==> src/common/crc_monitor_consts.svh <==
`ifndef CRC_MONITOR_CONSTS_SVH
`define CRC_MONITOR_CONSTS_SVH

// Register byte offsets
`define ADDR_CTRL 12'h000
`define ADDR_STATE 12'h004
`define ADDR_IRQ_STATUS 12'h008
`define ADDR_IRQ_MASK 12'h00C
`define ADDR_SIGNATURE 12'h010
`define ADDR_STORED 12'h014
`define ADDR_COMPUTED 12'h018
// Configuration memory window, one word per aligned address
`define CFG_PAGE 4'h1

// Field positions
`define CTRL_EN_BIT 0
`define CTRL_DIV_LSB 8
`define CTRL_DIV_MSB 11
`define STATE_RUN_BIT 0
`define STATE_FLAG_BIT 1
`define STATE_UMODE_BIT 2
`define IRQ_PASS_BIT 0
`define IRQ_ERR_BIT 1

// Reset values
`define CTRL_EN_RESET 1'b0
`define DIV_EXP_RESET 4'h0
`define STORED_RESET 32'h00000000
`define IRQ_RESET 2'h0

// Divider exponent limit and CRC arithmetic
`define DIV_EXP_MAX 4'h8
`define CRC_POLY 32'h04C11DB7
`define CRC_INIT 32'hFFFFFFFF

`endif

==> src/common/crc_monitor_pkg.sv <==
`default_nettype none

package crc_monitor_pkg;
	localparam int CFG_AW = 6;
	localparam int CFG_DEPTH = 64;
	localparam logic [5:0] CFG_LAST = 6'h3F;

	typedef enum logic [1:0] {ST_IDLE, ST_PRIME, ST_RUN} scan_state_t;

	typedef struct packed {
		logic enable;
		logic [3:0] div_exp;
	} ctrl_t;

	typedef struct packed {
		logic [31:0] stored;
		logic [31:0] signature;
	} crc_words_t;

	typedef struct packed {
		logic shift;
		logic ldsrc;
	} readout_ctl_t;
endpackage

`default_nettype wire

==> src/logic/cfg_memory.sv <==
`default_nettype none

module cfg_memory (
	input wire logic clock_in,
	input wire logic wr_en_in,
	input wire logic [crc_monitor_pkg::CFG_AW-1:0] wr_addr_in,
	input wire logic [31:0] wr_data_in,
	input wire logic [crc_monitor_pkg::CFG_AW-1:0] rd_addr_in,
	output logic [31:0] rd_data_out
);
	logic [31:0] mem [0:crc_monitor_pkg::CFG_DEPTH-1];

	// Contents carry no reset: software loads them before user mode
	always_ff @(posedge clock_in) begin
		if (wr_en_in) begin
			mem[wr_addr_in] <= wr_data_in;
		end
	end

	// Registered read port
	always_ff @(posedge clock_in) begin
		rd_data_out <= mem[rd_addr_in];
	end
endmodule

`default_nettype wire

==> src/logic/crc_readout.sv <==
`default_nettype none

module crc_readout (
	input wire logic clock_in,
	input wire logic reset_n_in,
	input wire logic user_clk_in,
	input wire crc_monitor_pkg::readout_ctl_t ctl_in,
	input wire crc_monitor_pkg::crc_words_t words_in,
	output logic regout_out
);
	logic uclk_q;
	logic low_q;
	logic [31:0] shreg_q;
	logic rise;

	// User clock is sampled as an ordinary synchronous input
	assign rise = user_clk_in & ~uclk_q;

	always_ff @(posedge clock_in or negedge reset_n_in) begin
		if (!reset_n_in) begin
			uclk_q <= 1'b0;
		end else begin
			uclk_q <= user_clk_in;
		end
	end

	// Remembers whether the previous user edge already saw load mode
	always_ff @(posedge clock_in or negedge reset_n_in) begin
		if (!reset_n_in) begin
			low_q <= 1'b0;
		end else if (rise) begin
			low_q <= ~ctl_in.shift;
		end
	end

	// Load from the second consecutive low edge on, so a one-edge glitch cannot reload
	always_ff @(posedge clock_in or negedge reset_n_in) begin
		if (!reset_n_in) begin
			shreg_q <= 32'h00000000;
		end else if (rise) begin
			if (ctl_in.shift) begin
				shreg_q <= {1'b0, shreg_q[31:1]}; // RULE12
			end else if (low_q) begin
				shreg_q <= ctl_in.ldsrc ? words_in.signature : words_in.stored; // RULE13
			end
		end
	end

	assign regout_out = shreg_q[0]; // RULE9
endmodule

`default_nettype wire

==> src/logic/crc_monitor.sv <==
`include "crc_monitor_consts.svh"
`default_nettype none

// Summary of operation
// RULE1: Starts checking alone on user mode entry
// RULE2: Flag low until a pass finds corruption
// RULE3: Raised flag holds through the next pass
// RULE4: Flag shows last pass only, clears when clean
// RULE5: Passes repeat back to back until reset
// RULE6: Checker runs on oscillator, never user clock
// RULE7: Divider is two to power zero..eight
// RULE8: Pass length scales with divider and size
// RULE9: Signature kept in readable 32-bit register
// RULE10: Flag pin driven only when checking enabled
// RULE11: User logic should trust flag, not readout
// RULE12: Shift high shifts, low twice loads
// RULE13: Load select: zero stored, one signature
// RULE14: Flag timed by oscillator, asynchronous to user
// RULE15: Non-zero signature raises the flag
// RULE16: Flag changes only at pass completion; the code also clears it when disabled
module crc_monitor (
	input wire logic clock_in,
	input wire logic reset_n_in,
	input wire logic user_mode_in,
	input wire logic [11:0] addr_in,
	input wire logic [31:0] wdata_in,
	input wire logic wr_in,
	input wire logic rd_in,
	output logic [31:0] rdata_out,
	input wire logic user_clk_in,
	input wire logic shift_in,
	input wire logic ldsrc_in,
	output logic regout_out,
	output logic crc_error_out,
	output logic crc_error_oe_out,
	output logic irq_out
);
	crc_monitor_pkg::ctrl_t ctrl_q;
	crc_monitor_pkg::scan_state_t state_q;
	crc_monitor_pkg::scan_state_t state_d;
	crc_monitor_pkg::crc_words_t words;
	crc_monitor_pkg::readout_ctl_t rd_ctl;
	logic [crc_monitor_pkg::CFG_AW-1:0] word_q;
	logic [crc_monitor_pkg::CFG_AW-1:0] word_d;
	logic [31:0] stored_q;
	logic [31:0] signature_q;
	logic [31:0] computed_q;
	logic [31:0] crc_q;
	logic [31:0] crc_next;
	logic [31:0] mem_rdata;
	logic [7:0] div_cnt_q;
	logic [1:0] irq_stat_q;
	logic [1:0] irq_mask_q;
	logic [1:0] irq_events;
	logic [1:0] irq_clear;
	logic [31:0] rdata_d;
	logic flag_q;
	logic oe_q;
	logic irq_q;
	logic active;
	logic tick;
	logic pass_end;
	logic pass_bad;
	logic cfg_wr;

	// Exponents above the limit fall back to the slowest divider
	function automatic logic [3:0] clamp_exp(input logic [3:0] e);
		clamp_exp = (e > `DIV_EXP_MAX) ? `DIV_EXP_MAX : e;
	endfunction

	// Terminal count of the divider: two to the exponent, minus one
	function automatic logic [7:0] div_mask(input logic [3:0] e);
		logic [8:0] full;
		full = (9'h001 << clamp_exp(e)) - 9'h001;
		div_mask = full[7:0];
	endfunction

	// One configuration word folded into the CRC, most significant bit first
	function automatic logic [31:0] crc_fold(input logic [31:0] c, input logic [31:0] d);
		logic [31:0] r;
		r = c;
		for (int i = 31; i >= 0; i--) begin
			r = (r[31] ^ d[i]) ? ((r << 1) ^ `CRC_POLY) : (r << 1);
		end
		crc_fold = r;
	endfunction

	// Checking needs both the feature enabled and the device in user mode
	assign active = ctrl_q.enable & user_mode_in;
	assign cfg_wr = wr_in && (addr_in[11:8] == `CFG_PAGE);

	// Divided check strobe; clock_in stands for the configuration oscillator
	assign tick = (state_q == crc_monitor_pkg::ST_RUN)
		&& (div_cnt_q == div_mask(ctrl_q.div_exp)); // RULE6 RULE7

	// Read address is the next word so the data is ready with word_q
	cfg_memory u_mem (
		.clock_in(clock_in),
		.wr_en_in(cfg_wr),
		.wr_addr_in(addr_in[7:2]),
		.wr_data_in(wdata_in),
		.rd_addr_in(word_d),
		.rd_data_out(mem_rdata)
	);

	assign crc_next = crc_fold(crc_q, mem_rdata);
	assign pass_bad = (crc_next ^ stored_q) != 32'h00000000; // RULE15

	// Scan sequencing over the whole configuration memory
	always_comb begin
		state_d = state_q;
		word_d = word_q;
		pass_end = 1'b0;
		case (state_q)
			crc_monitor_pkg::ST_IDLE: begin
				word_d = '0;
				if (active) begin
					state_d = crc_monitor_pkg::ST_PRIME; // RULE1
				end
			end
			crc_monitor_pkg::ST_PRIME: begin
				word_d = '0;
				state_d = active ? crc_monitor_pkg::ST_RUN : crc_monitor_pkg::ST_IDLE;
			end
			crc_monitor_pkg::ST_RUN: begin
				if (!active) begin
					state_d = crc_monitor_pkg::ST_IDLE;
					word_d = '0;
				end else if (tick) begin
					if (word_q == crc_monitor_pkg::CFG_LAST) begin
						pass_end = 1'b1; // RULE8
						word_d = '0;
						state_d = crc_monitor_pkg::ST_PRIME; // RULE5
					end else begin
						word_d = word_q + 6'h01;
					end
				end
			end
			default: begin
				state_d = crc_monitor_pkg::ST_IDLE;
				word_d = '0;
			end
		endcase
	end

	// State and word pointer
	always_ff @(posedge clock_in or negedge reset_n_in) begin
		if (!reset_n_in) begin
			state_q <= crc_monitor_pkg::ST_IDLE;
			word_q <= '0;
		end else begin
			state_q <= state_d;
			word_q <= word_d;
		end
	end

	// Divider counter restarts on every strobe and outside a scan
	always_ff @(posedge clock_in or negedge reset_n_in) begin
		if (!reset_n_in) begin
			div_cnt_q <= 8'h00;
		end else if (state_q != crc_monitor_pkg::ST_RUN || tick) begin
			div_cnt_q <= 8'h00;
		end else begin
			div_cnt_q <= div_cnt_q + 8'h01; // RULE7
		end
	end

	// Running CRC, seeded at the start of every pass
	always_ff @(posedge clock_in or negedge reset_n_in) begin
		if (!reset_n_in) begin
			crc_q <= `CRC_INIT;
		end else if (state_q == crc_monitor_pkg::ST_PRIME) begin
			crc_q <= `CRC_INIT;
		end else if (tick) begin
			crc_q <= crc_next;
		end
	end

	// Pass results: the signature is the difference from the stored value
	always_ff @(posedge clock_in or negedge reset_n_in) begin
		if (!reset_n_in) begin
			signature_q <= 32'h00000000;
			computed_q <= 32'h00000000;
		end else if (pass_end) begin
			signature_q <= crc_next ^ stored_q; // RULE9
			computed_q <= crc_next;
		end
	end

	// Flag moves only at a pass boundary or when disabled, so it holds a full pass
	always_ff @(posedge clock_in or negedge reset_n_in) begin
		if (!reset_n_in) begin
			flag_q <= 1'b0;
		end else if (!ctrl_q.enable) begin
			flag_q <= 1'b0; // RULE10
		end else if (pass_end) begin
			flag_q <= pass_bad; // RULE2 RULE3 RULE4 RULE15 RULE16
		end
	end

	// Pin enable follows the feature switch
	always_ff @(posedge clock_in or negedge reset_n_in) begin
		if (!reset_n_in) begin
			oe_q <= 1'b0;
		end else begin
			oe_q <= ctrl_q.enable; // RULE10
		end
	end

	// Pin timed by the checker clock; user logic must resynchronise it
	assign crc_error_out = flag_q; // RULE14
	assign crc_error_oe_out = oe_q;

	// Control register written by software
	always_ff @(posedge clock_in or negedge reset_n_in) begin
		if (!reset_n_in) begin
			ctrl_q.enable <= `CTRL_EN_RESET;
			ctrl_q.div_exp <= `DIV_EXP_RESET;
		end else if (wr_in && addr_in == `ADDR_CTRL) begin
			ctrl_q.enable <= wdata_in[`CTRL_EN_BIT];
			ctrl_q.div_exp <= clamp_exp(wdata_in[`CTRL_DIV_MSB:`CTRL_DIV_LSB]); // RULE7
		end
	end

	// Stored reference; rewriting it mid-run injects a mismatch on purpose
	always_ff @(posedge clock_in or negedge reset_n_in) begin
		if (!reset_n_in) begin
			stored_q <= `STORED_RESET;
		end else if (wr_in && addr_in == `ADDR_STORED) begin
			stored_q <= wdata_in;
		end
	end

	// Interrupt events and write-one-to-clear; a new event beats the clear
	assign irq_events = {pass_end & pass_bad, pass_end};
	assign irq_clear = (wr_in && addr_in == `ADDR_IRQ_STATUS)
		? {wdata_in[`IRQ_ERR_BIT], wdata_in[`IRQ_PASS_BIT]} : 2'h0;

	always_ff @(posedge clock_in or negedge reset_n_in) begin
		if (!reset_n_in) begin
			irq_stat_q <= `IRQ_RESET;
		end else begin
			irq_stat_q <= (irq_stat_q & ~irq_clear) | irq_events;
		end
	end

	always_ff @(posedge clock_in or negedge reset_n_in) begin
		if (!reset_n_in) begin
			irq_mask_q <= `IRQ_RESET;
		end else if (wr_in && addr_in == `ADDR_IRQ_MASK) begin
			irq_mask_q <= {wdata_in[`IRQ_ERR_BIT], wdata_in[`IRQ_PASS_BIT]};
		end
	end

	// Registered level output, one cycle behind the status bits
	always_ff @(posedge clock_in or negedge reset_n_in) begin
		if (!reset_n_in) begin
			irq_q <= 1'b0;
		end else begin
			irq_q <= |(irq_stat_q & irq_mask_q);
		end
	end

	assign irq_out = irq_q;

	// Read mux; memory window and unmapped addresses read as zero
	always_comb begin
		rdata_d = 32'h00000000;
		case (addr_in)
			`ADDR_CTRL: begin
				rdata_d[`CTRL_EN_BIT] = ctrl_q.enable;
				rdata_d[`CTRL_DIV_MSB:`CTRL_DIV_LSB] = ctrl_q.div_exp;
			end
			`ADDR_STATE: begin
				rdata_d[`STATE_RUN_BIT] = state_q != crc_monitor_pkg::ST_IDLE;
				rdata_d[`STATE_FLAG_BIT] = flag_q;
				rdata_d[`STATE_UMODE_BIT] = user_mode_in;
			end
			`ADDR_IRQ_STATUS: begin
				rdata_d[`IRQ_ERR_BIT] = irq_stat_q[1];
				rdata_d[`IRQ_PASS_BIT] = irq_stat_q[0];
			end
			`ADDR_IRQ_MASK: begin
				rdata_d[`IRQ_ERR_BIT] = irq_mask_q[1];
				rdata_d[`IRQ_PASS_BIT] = irq_mask_q[0];
			end
			`ADDR_SIGNATURE: rdata_d = signature_q;
			`ADDR_STORED: rdata_d = stored_q;
			`ADDR_COMPUTED: rdata_d = computed_q;
			default: rdata_d = 32'h00000000;
		endcase
	end

	// Read data stand only in the cycle after the strobe
	always_ff @(posedge clock_in or negedge reset_n_in) begin
		if (!reset_n_in) begin
			rdata_out <= 32'h00000000;
		end else begin
			rdata_out <= rd_in ? rdata_d : 32'h00000000;
		end
	end

	// Serial readout of signature or stored value for user logic
	assign words.stored = stored_q;
	assign words.signature = signature_q;
	assign rd_ctl.shift = shift_in;
	assign rd_ctl.ldsrc = ldsrc_in;

	crc_readout u_readout (
		.clock_in(clock_in),
		.reset_n_in(reset_n_in),
		.user_clk_in(user_clk_in),
		.ctl_in(rd_ctl),
		.words_in(words),
		.regout_out(regout_out)
	);
endmodule

`default_nettype wire

==> config.mk <==
export PLATFORM = sky130hd
export DESIGN_NAME = crc_monitor
export DESIGN_NICKNAME = d
export VERILOG_FILES = /design/src/common/crc_monitor_pkg.sv /design/src/logic/cfg_memory.sv /design/src/logic/crc_readout.sv /design/src/logic/crc_monitor.sv
export VERILOG_INCLUDE_DIRS = /design/src /design/src/common
export SDC_FILE = /design/constraint.sdc
export NUM_CORES = 2
export LEC_CHECK = 0
export BUFFER_PORTS_ARGS = -buffer_cell sky130_fd_sc_hd__buf_2
export CORE_MARGIN = 2
export CORE_UTILIZATION = 25
export CTS_CLUSTER_DIAMETER = 80
export DETAILED_ROUTE_END_ITERATION = 8
export GPL_TIMING_DRIVEN = 0
export PLACE_DENSITY = 0.4
export SKIP_LAST_GASP = 1
export SLEW_MARGIN = 5
export SYNTH_ARGS = -nofsm -noshare
export SYNTH_HDL_FRONTEND = slang
export SYNTH_SLANG_ARGS = --single-unit
==> constraint.sdc <==
create_clock -name clock_in -period 8.6 [get_ports clock_in]
set_input_delay 1.29 -clock clock_in [delete_from_list [all_inputs] [get_ports clock_in]]
set_output_delay 1.29 -clock clock_in [all_outputs]
set_load 0.01 [all_outputs]
==> flow_metrics.tcl <==
set metrics [dict create \
    outcome "finished, violations left" \
    violations "capacitance limit, slew limit" \
    drive_above_1_share 0.130 \
    io_pins 88 \
    grt_setup_unrepaired "false" \
    cts_made_buffers 268 \
    ir_drop_mv 0.386 \
    synth.most_common_cell "edfxtp_1" \
    synth-warning-count 0 \
    overflow 0 \
    globalplace.congestion 0.878 \
    worstPathArrival_ns 8.98 \
    synthArstFlopShare 0.0964 \
    dp_hpwl_mm 279 \
    track_usage 0.201 \
    powerDensity_nw_per_um2 266 \
    cts_tree "done" \
    synth-edff-count 2048 \
    synth.largest_area_cell "edfxtp_1" \
    route.detailed.vias_per_inst 5.07 \
    syn_area_per_cell_um2 15.1 \
    synth_nets 6248 \
    ys.flop_type "edfxtp_1" \
    hp-class "primary input to async pin" \
    path_max_fanout 10 \
    nFillCells 36979 \
    critPathKind "flop to flop" \
    drv_cap 3 \
    critPathLaunchType "flop" \
    netlist.area_leader.share 0.659 \
    grt_start_max_net_pins 104 \
    netlist_area_um2 93400 \
    synth_area_leaders "edfxtp_1 66%, mux2i_1 5.3%, dfrtp_1 5.1%" \
    cts_root_buf "clkbuf_16" \
    slew_headroom -0.0633 \
    place_area_um2 105000 \
    wl_mm 393 \
    clk_latency_ns 0.92 \
    ant_nets 0 \
    fin_crit_sh 0.971 \
    worstMarginPinSlew_ns 1.58 \
    cts_max_path_buffers 4 \
    first_iter_violations 8274 \
    dieArea_um2 378000 \
    portBuffers 80 \
    fin_area_um2 113000 \
    p_leak_nw 37.9 \
    required_ns 9.22 \
    hold_viol_final 0 \
    ys_ff_latch 2302 \
    timing.fmax_mhz 120 \
    synth.distinct_cells 67 \
    clock-sinks 2302 \
    rows 224 \
    ys_seq_area_frac 0.726 \
    start_util 0.251 \
    multi_input_area_um2 24800 \
    final.setup.tns_ns 0 \
    h-tree-depth 5 \
    drc 0 \
    syn_to_final_growth_pct 21.0 \
    slew_viol_final 6 \
    synth_common_cells "2,048 x edfxtp_1, 761 x nand2_1, 649 x a21oi_1" \
    path_clk_slew_ns 0.06 \
    final-seq-area_um2 67700 \
    core_area_um2 372000 \
    cts-hold-fix-buffers 0 \
    setup_viol 0 \
    grt_antenna_before_repair 60 \
    synthesis.instances 6193 \
    grt_pass1_vias 58443 \
    nets 6778 \
    die_h_um 615 \
    fp.dieW_um 615 \
    first_pass_iters 6 \
    period_minus_slack_ns 8.35 \
    grt_pass1_wl_mm 523 \
    skew_ns 0.0693 \
    wl_per_cell_um 33.0 \
    worstSetupEndpointType "flop" \
    vias 60383 \
]
## path summary, 6_finish.rpt
check                                     start  slack [ns]  cells after the start               endpoint
max                                   ctrl_q[2]        0.25                     20  u_mem.rd_data_out[19]
min                                  reset_n_in        0.25                      1          rdata_out[13]
max reg2reg                           ctrl_q[2]        0.25                     20  u_mem.rd_data_out[19]
min reg2reg                u_readout.shreg_q[0]        0.48                      2   u_readout.shreg_q[0]
max in group asynchronous            reset_n_in        7.03                      3              crc_q[26]
min in group clock_in      u_readout.shreg_q[0]        0.48                      2   u_readout.shreg_q[0]
## worst max-delay path, cell delays in order, from the launching register on
cell	delay, ns
dfrtp_1	0.37
clkbuf_1	0.23
nor2_1	0.19
nand3b_1	0.09
ha_1	0.26
or3_1	0.32
a21oi_1	0.18
o21ai_0	0.14
a221oi_2	0.51
nand3_1	0.17
xor2_1	0.17
nand2b_1	0.24
clkbuf_1	0.71
clkinv_2	0.51
nand2_1	0.55
buf_2	0.77
clkbuf_1	0.61
a221oi_1	0.24
nor4_1	1.01
o32a_1	0.50
o221ai_1	0.32
## power by group
group / switching, mW / internal [mW]
Sequential: 0.0161 / 12.2
Combinational: 4.32 / 2.57
Clock: 4.72 / 6.20
## state kept, by name, indices dropped and copies added (netlist names), 2 cells and up
signal and cells:
computed_q 32, crc_q 32, ctrl_q 5, div_cnt_q 8, irq_mask_q 2, irq_stat_q 2
rdata_out 32, signature_q 32, state_q 2, stored_q 32, u_mem.mem 2048, u_mem.rd_data_out 32
u_readout.shreg_q 32, word_q 6
## through the flow
stage,cells,utilization,worst slack (ns),hold slack (ns),power (mW)
finish,11915,0.304,0.246,0.251,30.0
detailed placement,11424,0.281,-0.231,0.471,19.4
floorplan,6193,-,4.10,0.437,16.9
CTS,11902,0.303,0.0833,0.189,30.3
global route,11907,0.304,0.228,0.232,31.0
global placement,11245,0.269,-2.02,0.465,19.3
## metal layers
metal / track usage / up-vias / routed length (um)
li1: - / 25198 / -
met1: 0.282 / 31745 / 171000
met2: 0.310 / 2847 / 175000
met3: 0.0360 / 581 / 31400
met4: 0.0722 / 12 / 15700
met5: 0.000379 / - / 70
## cells in the final DEF (no fill, tap or decap), types with 40 or more instances in the layout
| master | Yosys | final |
|---|---|---|
| o21ai_0 | 140 | 140 |
| buf_4 | 0 | 59 |
| nor2_4 | 0 | 64 |
| nor2_1 | 180 | 116 |
| mux2_2 | 56 | 56 |
| buf_16 | 0 | 72 |
| nor4_1 | 112 | 63 |
| dfrtp_1 | 190 | 190 |
| clkinv_1 | 1 | 62 |
| xor2_1 | 54 | 54 |
| a221oi_1 | 495 | 494 |
| xnor2_1 | 189 | 189 |
| nor4_2 | 1 | 48 |
| clkbuf_1 | 368 | 406 |
| clkbuf_16 | 0 | 274 |
| buf_1 | 53 | 50 |
| mux2i_1 | 498 | 498 |
| xnor3_1 | 48 | 48 |
| a21oi_1 | 649 | 649 |
| clkinv_2 | 0 | 40 |
| nor3_1 | 47 | 46 |
| edfxtp_1 | 2048 | 2048 |
| nand2_1 | 761 | 761 |
| buf_2 | 6 | 57 |
| buf_12 | 0 | 79 |
## area by class of cell
cell class              instances  area share
flip-flops and latches       2302       0.600
multi-input cells            3455       0.220
clock buffers                 342      0.0634
well taps                    4972      0.0551
repair buffers                260      0.0380
plain buffers                 427      0.0146
clock inverters               136     0.00901
inverters                       9    0.000310
diodes                         12    0.000266
## cell families after synthesis
group | after synthesis | share of synthesized area
adders and majority gates | 3 | 0.000402
xor gates and xnor gates | 336 | 0.0447
DFF | 2302 | 0.726
AOI/OAI and AO/OA | 1390 | 0.0987
muxes | 555 | 0.0604
buffers and inverters | 436 | 0.0176
and+or+nand+nor | 1171 | 0.0526
## repair_timing
| action | CTS | global route |
|---|---|---|
| endpoints found under the setup margin | 11 | 13 |
| setup buffers | 0 | 0 |
| hold endpoints to repair | 0 | 0 |
| resized for setup | 10 | 14 |
No activity file was read; power rests on OpenSTA's default activity.
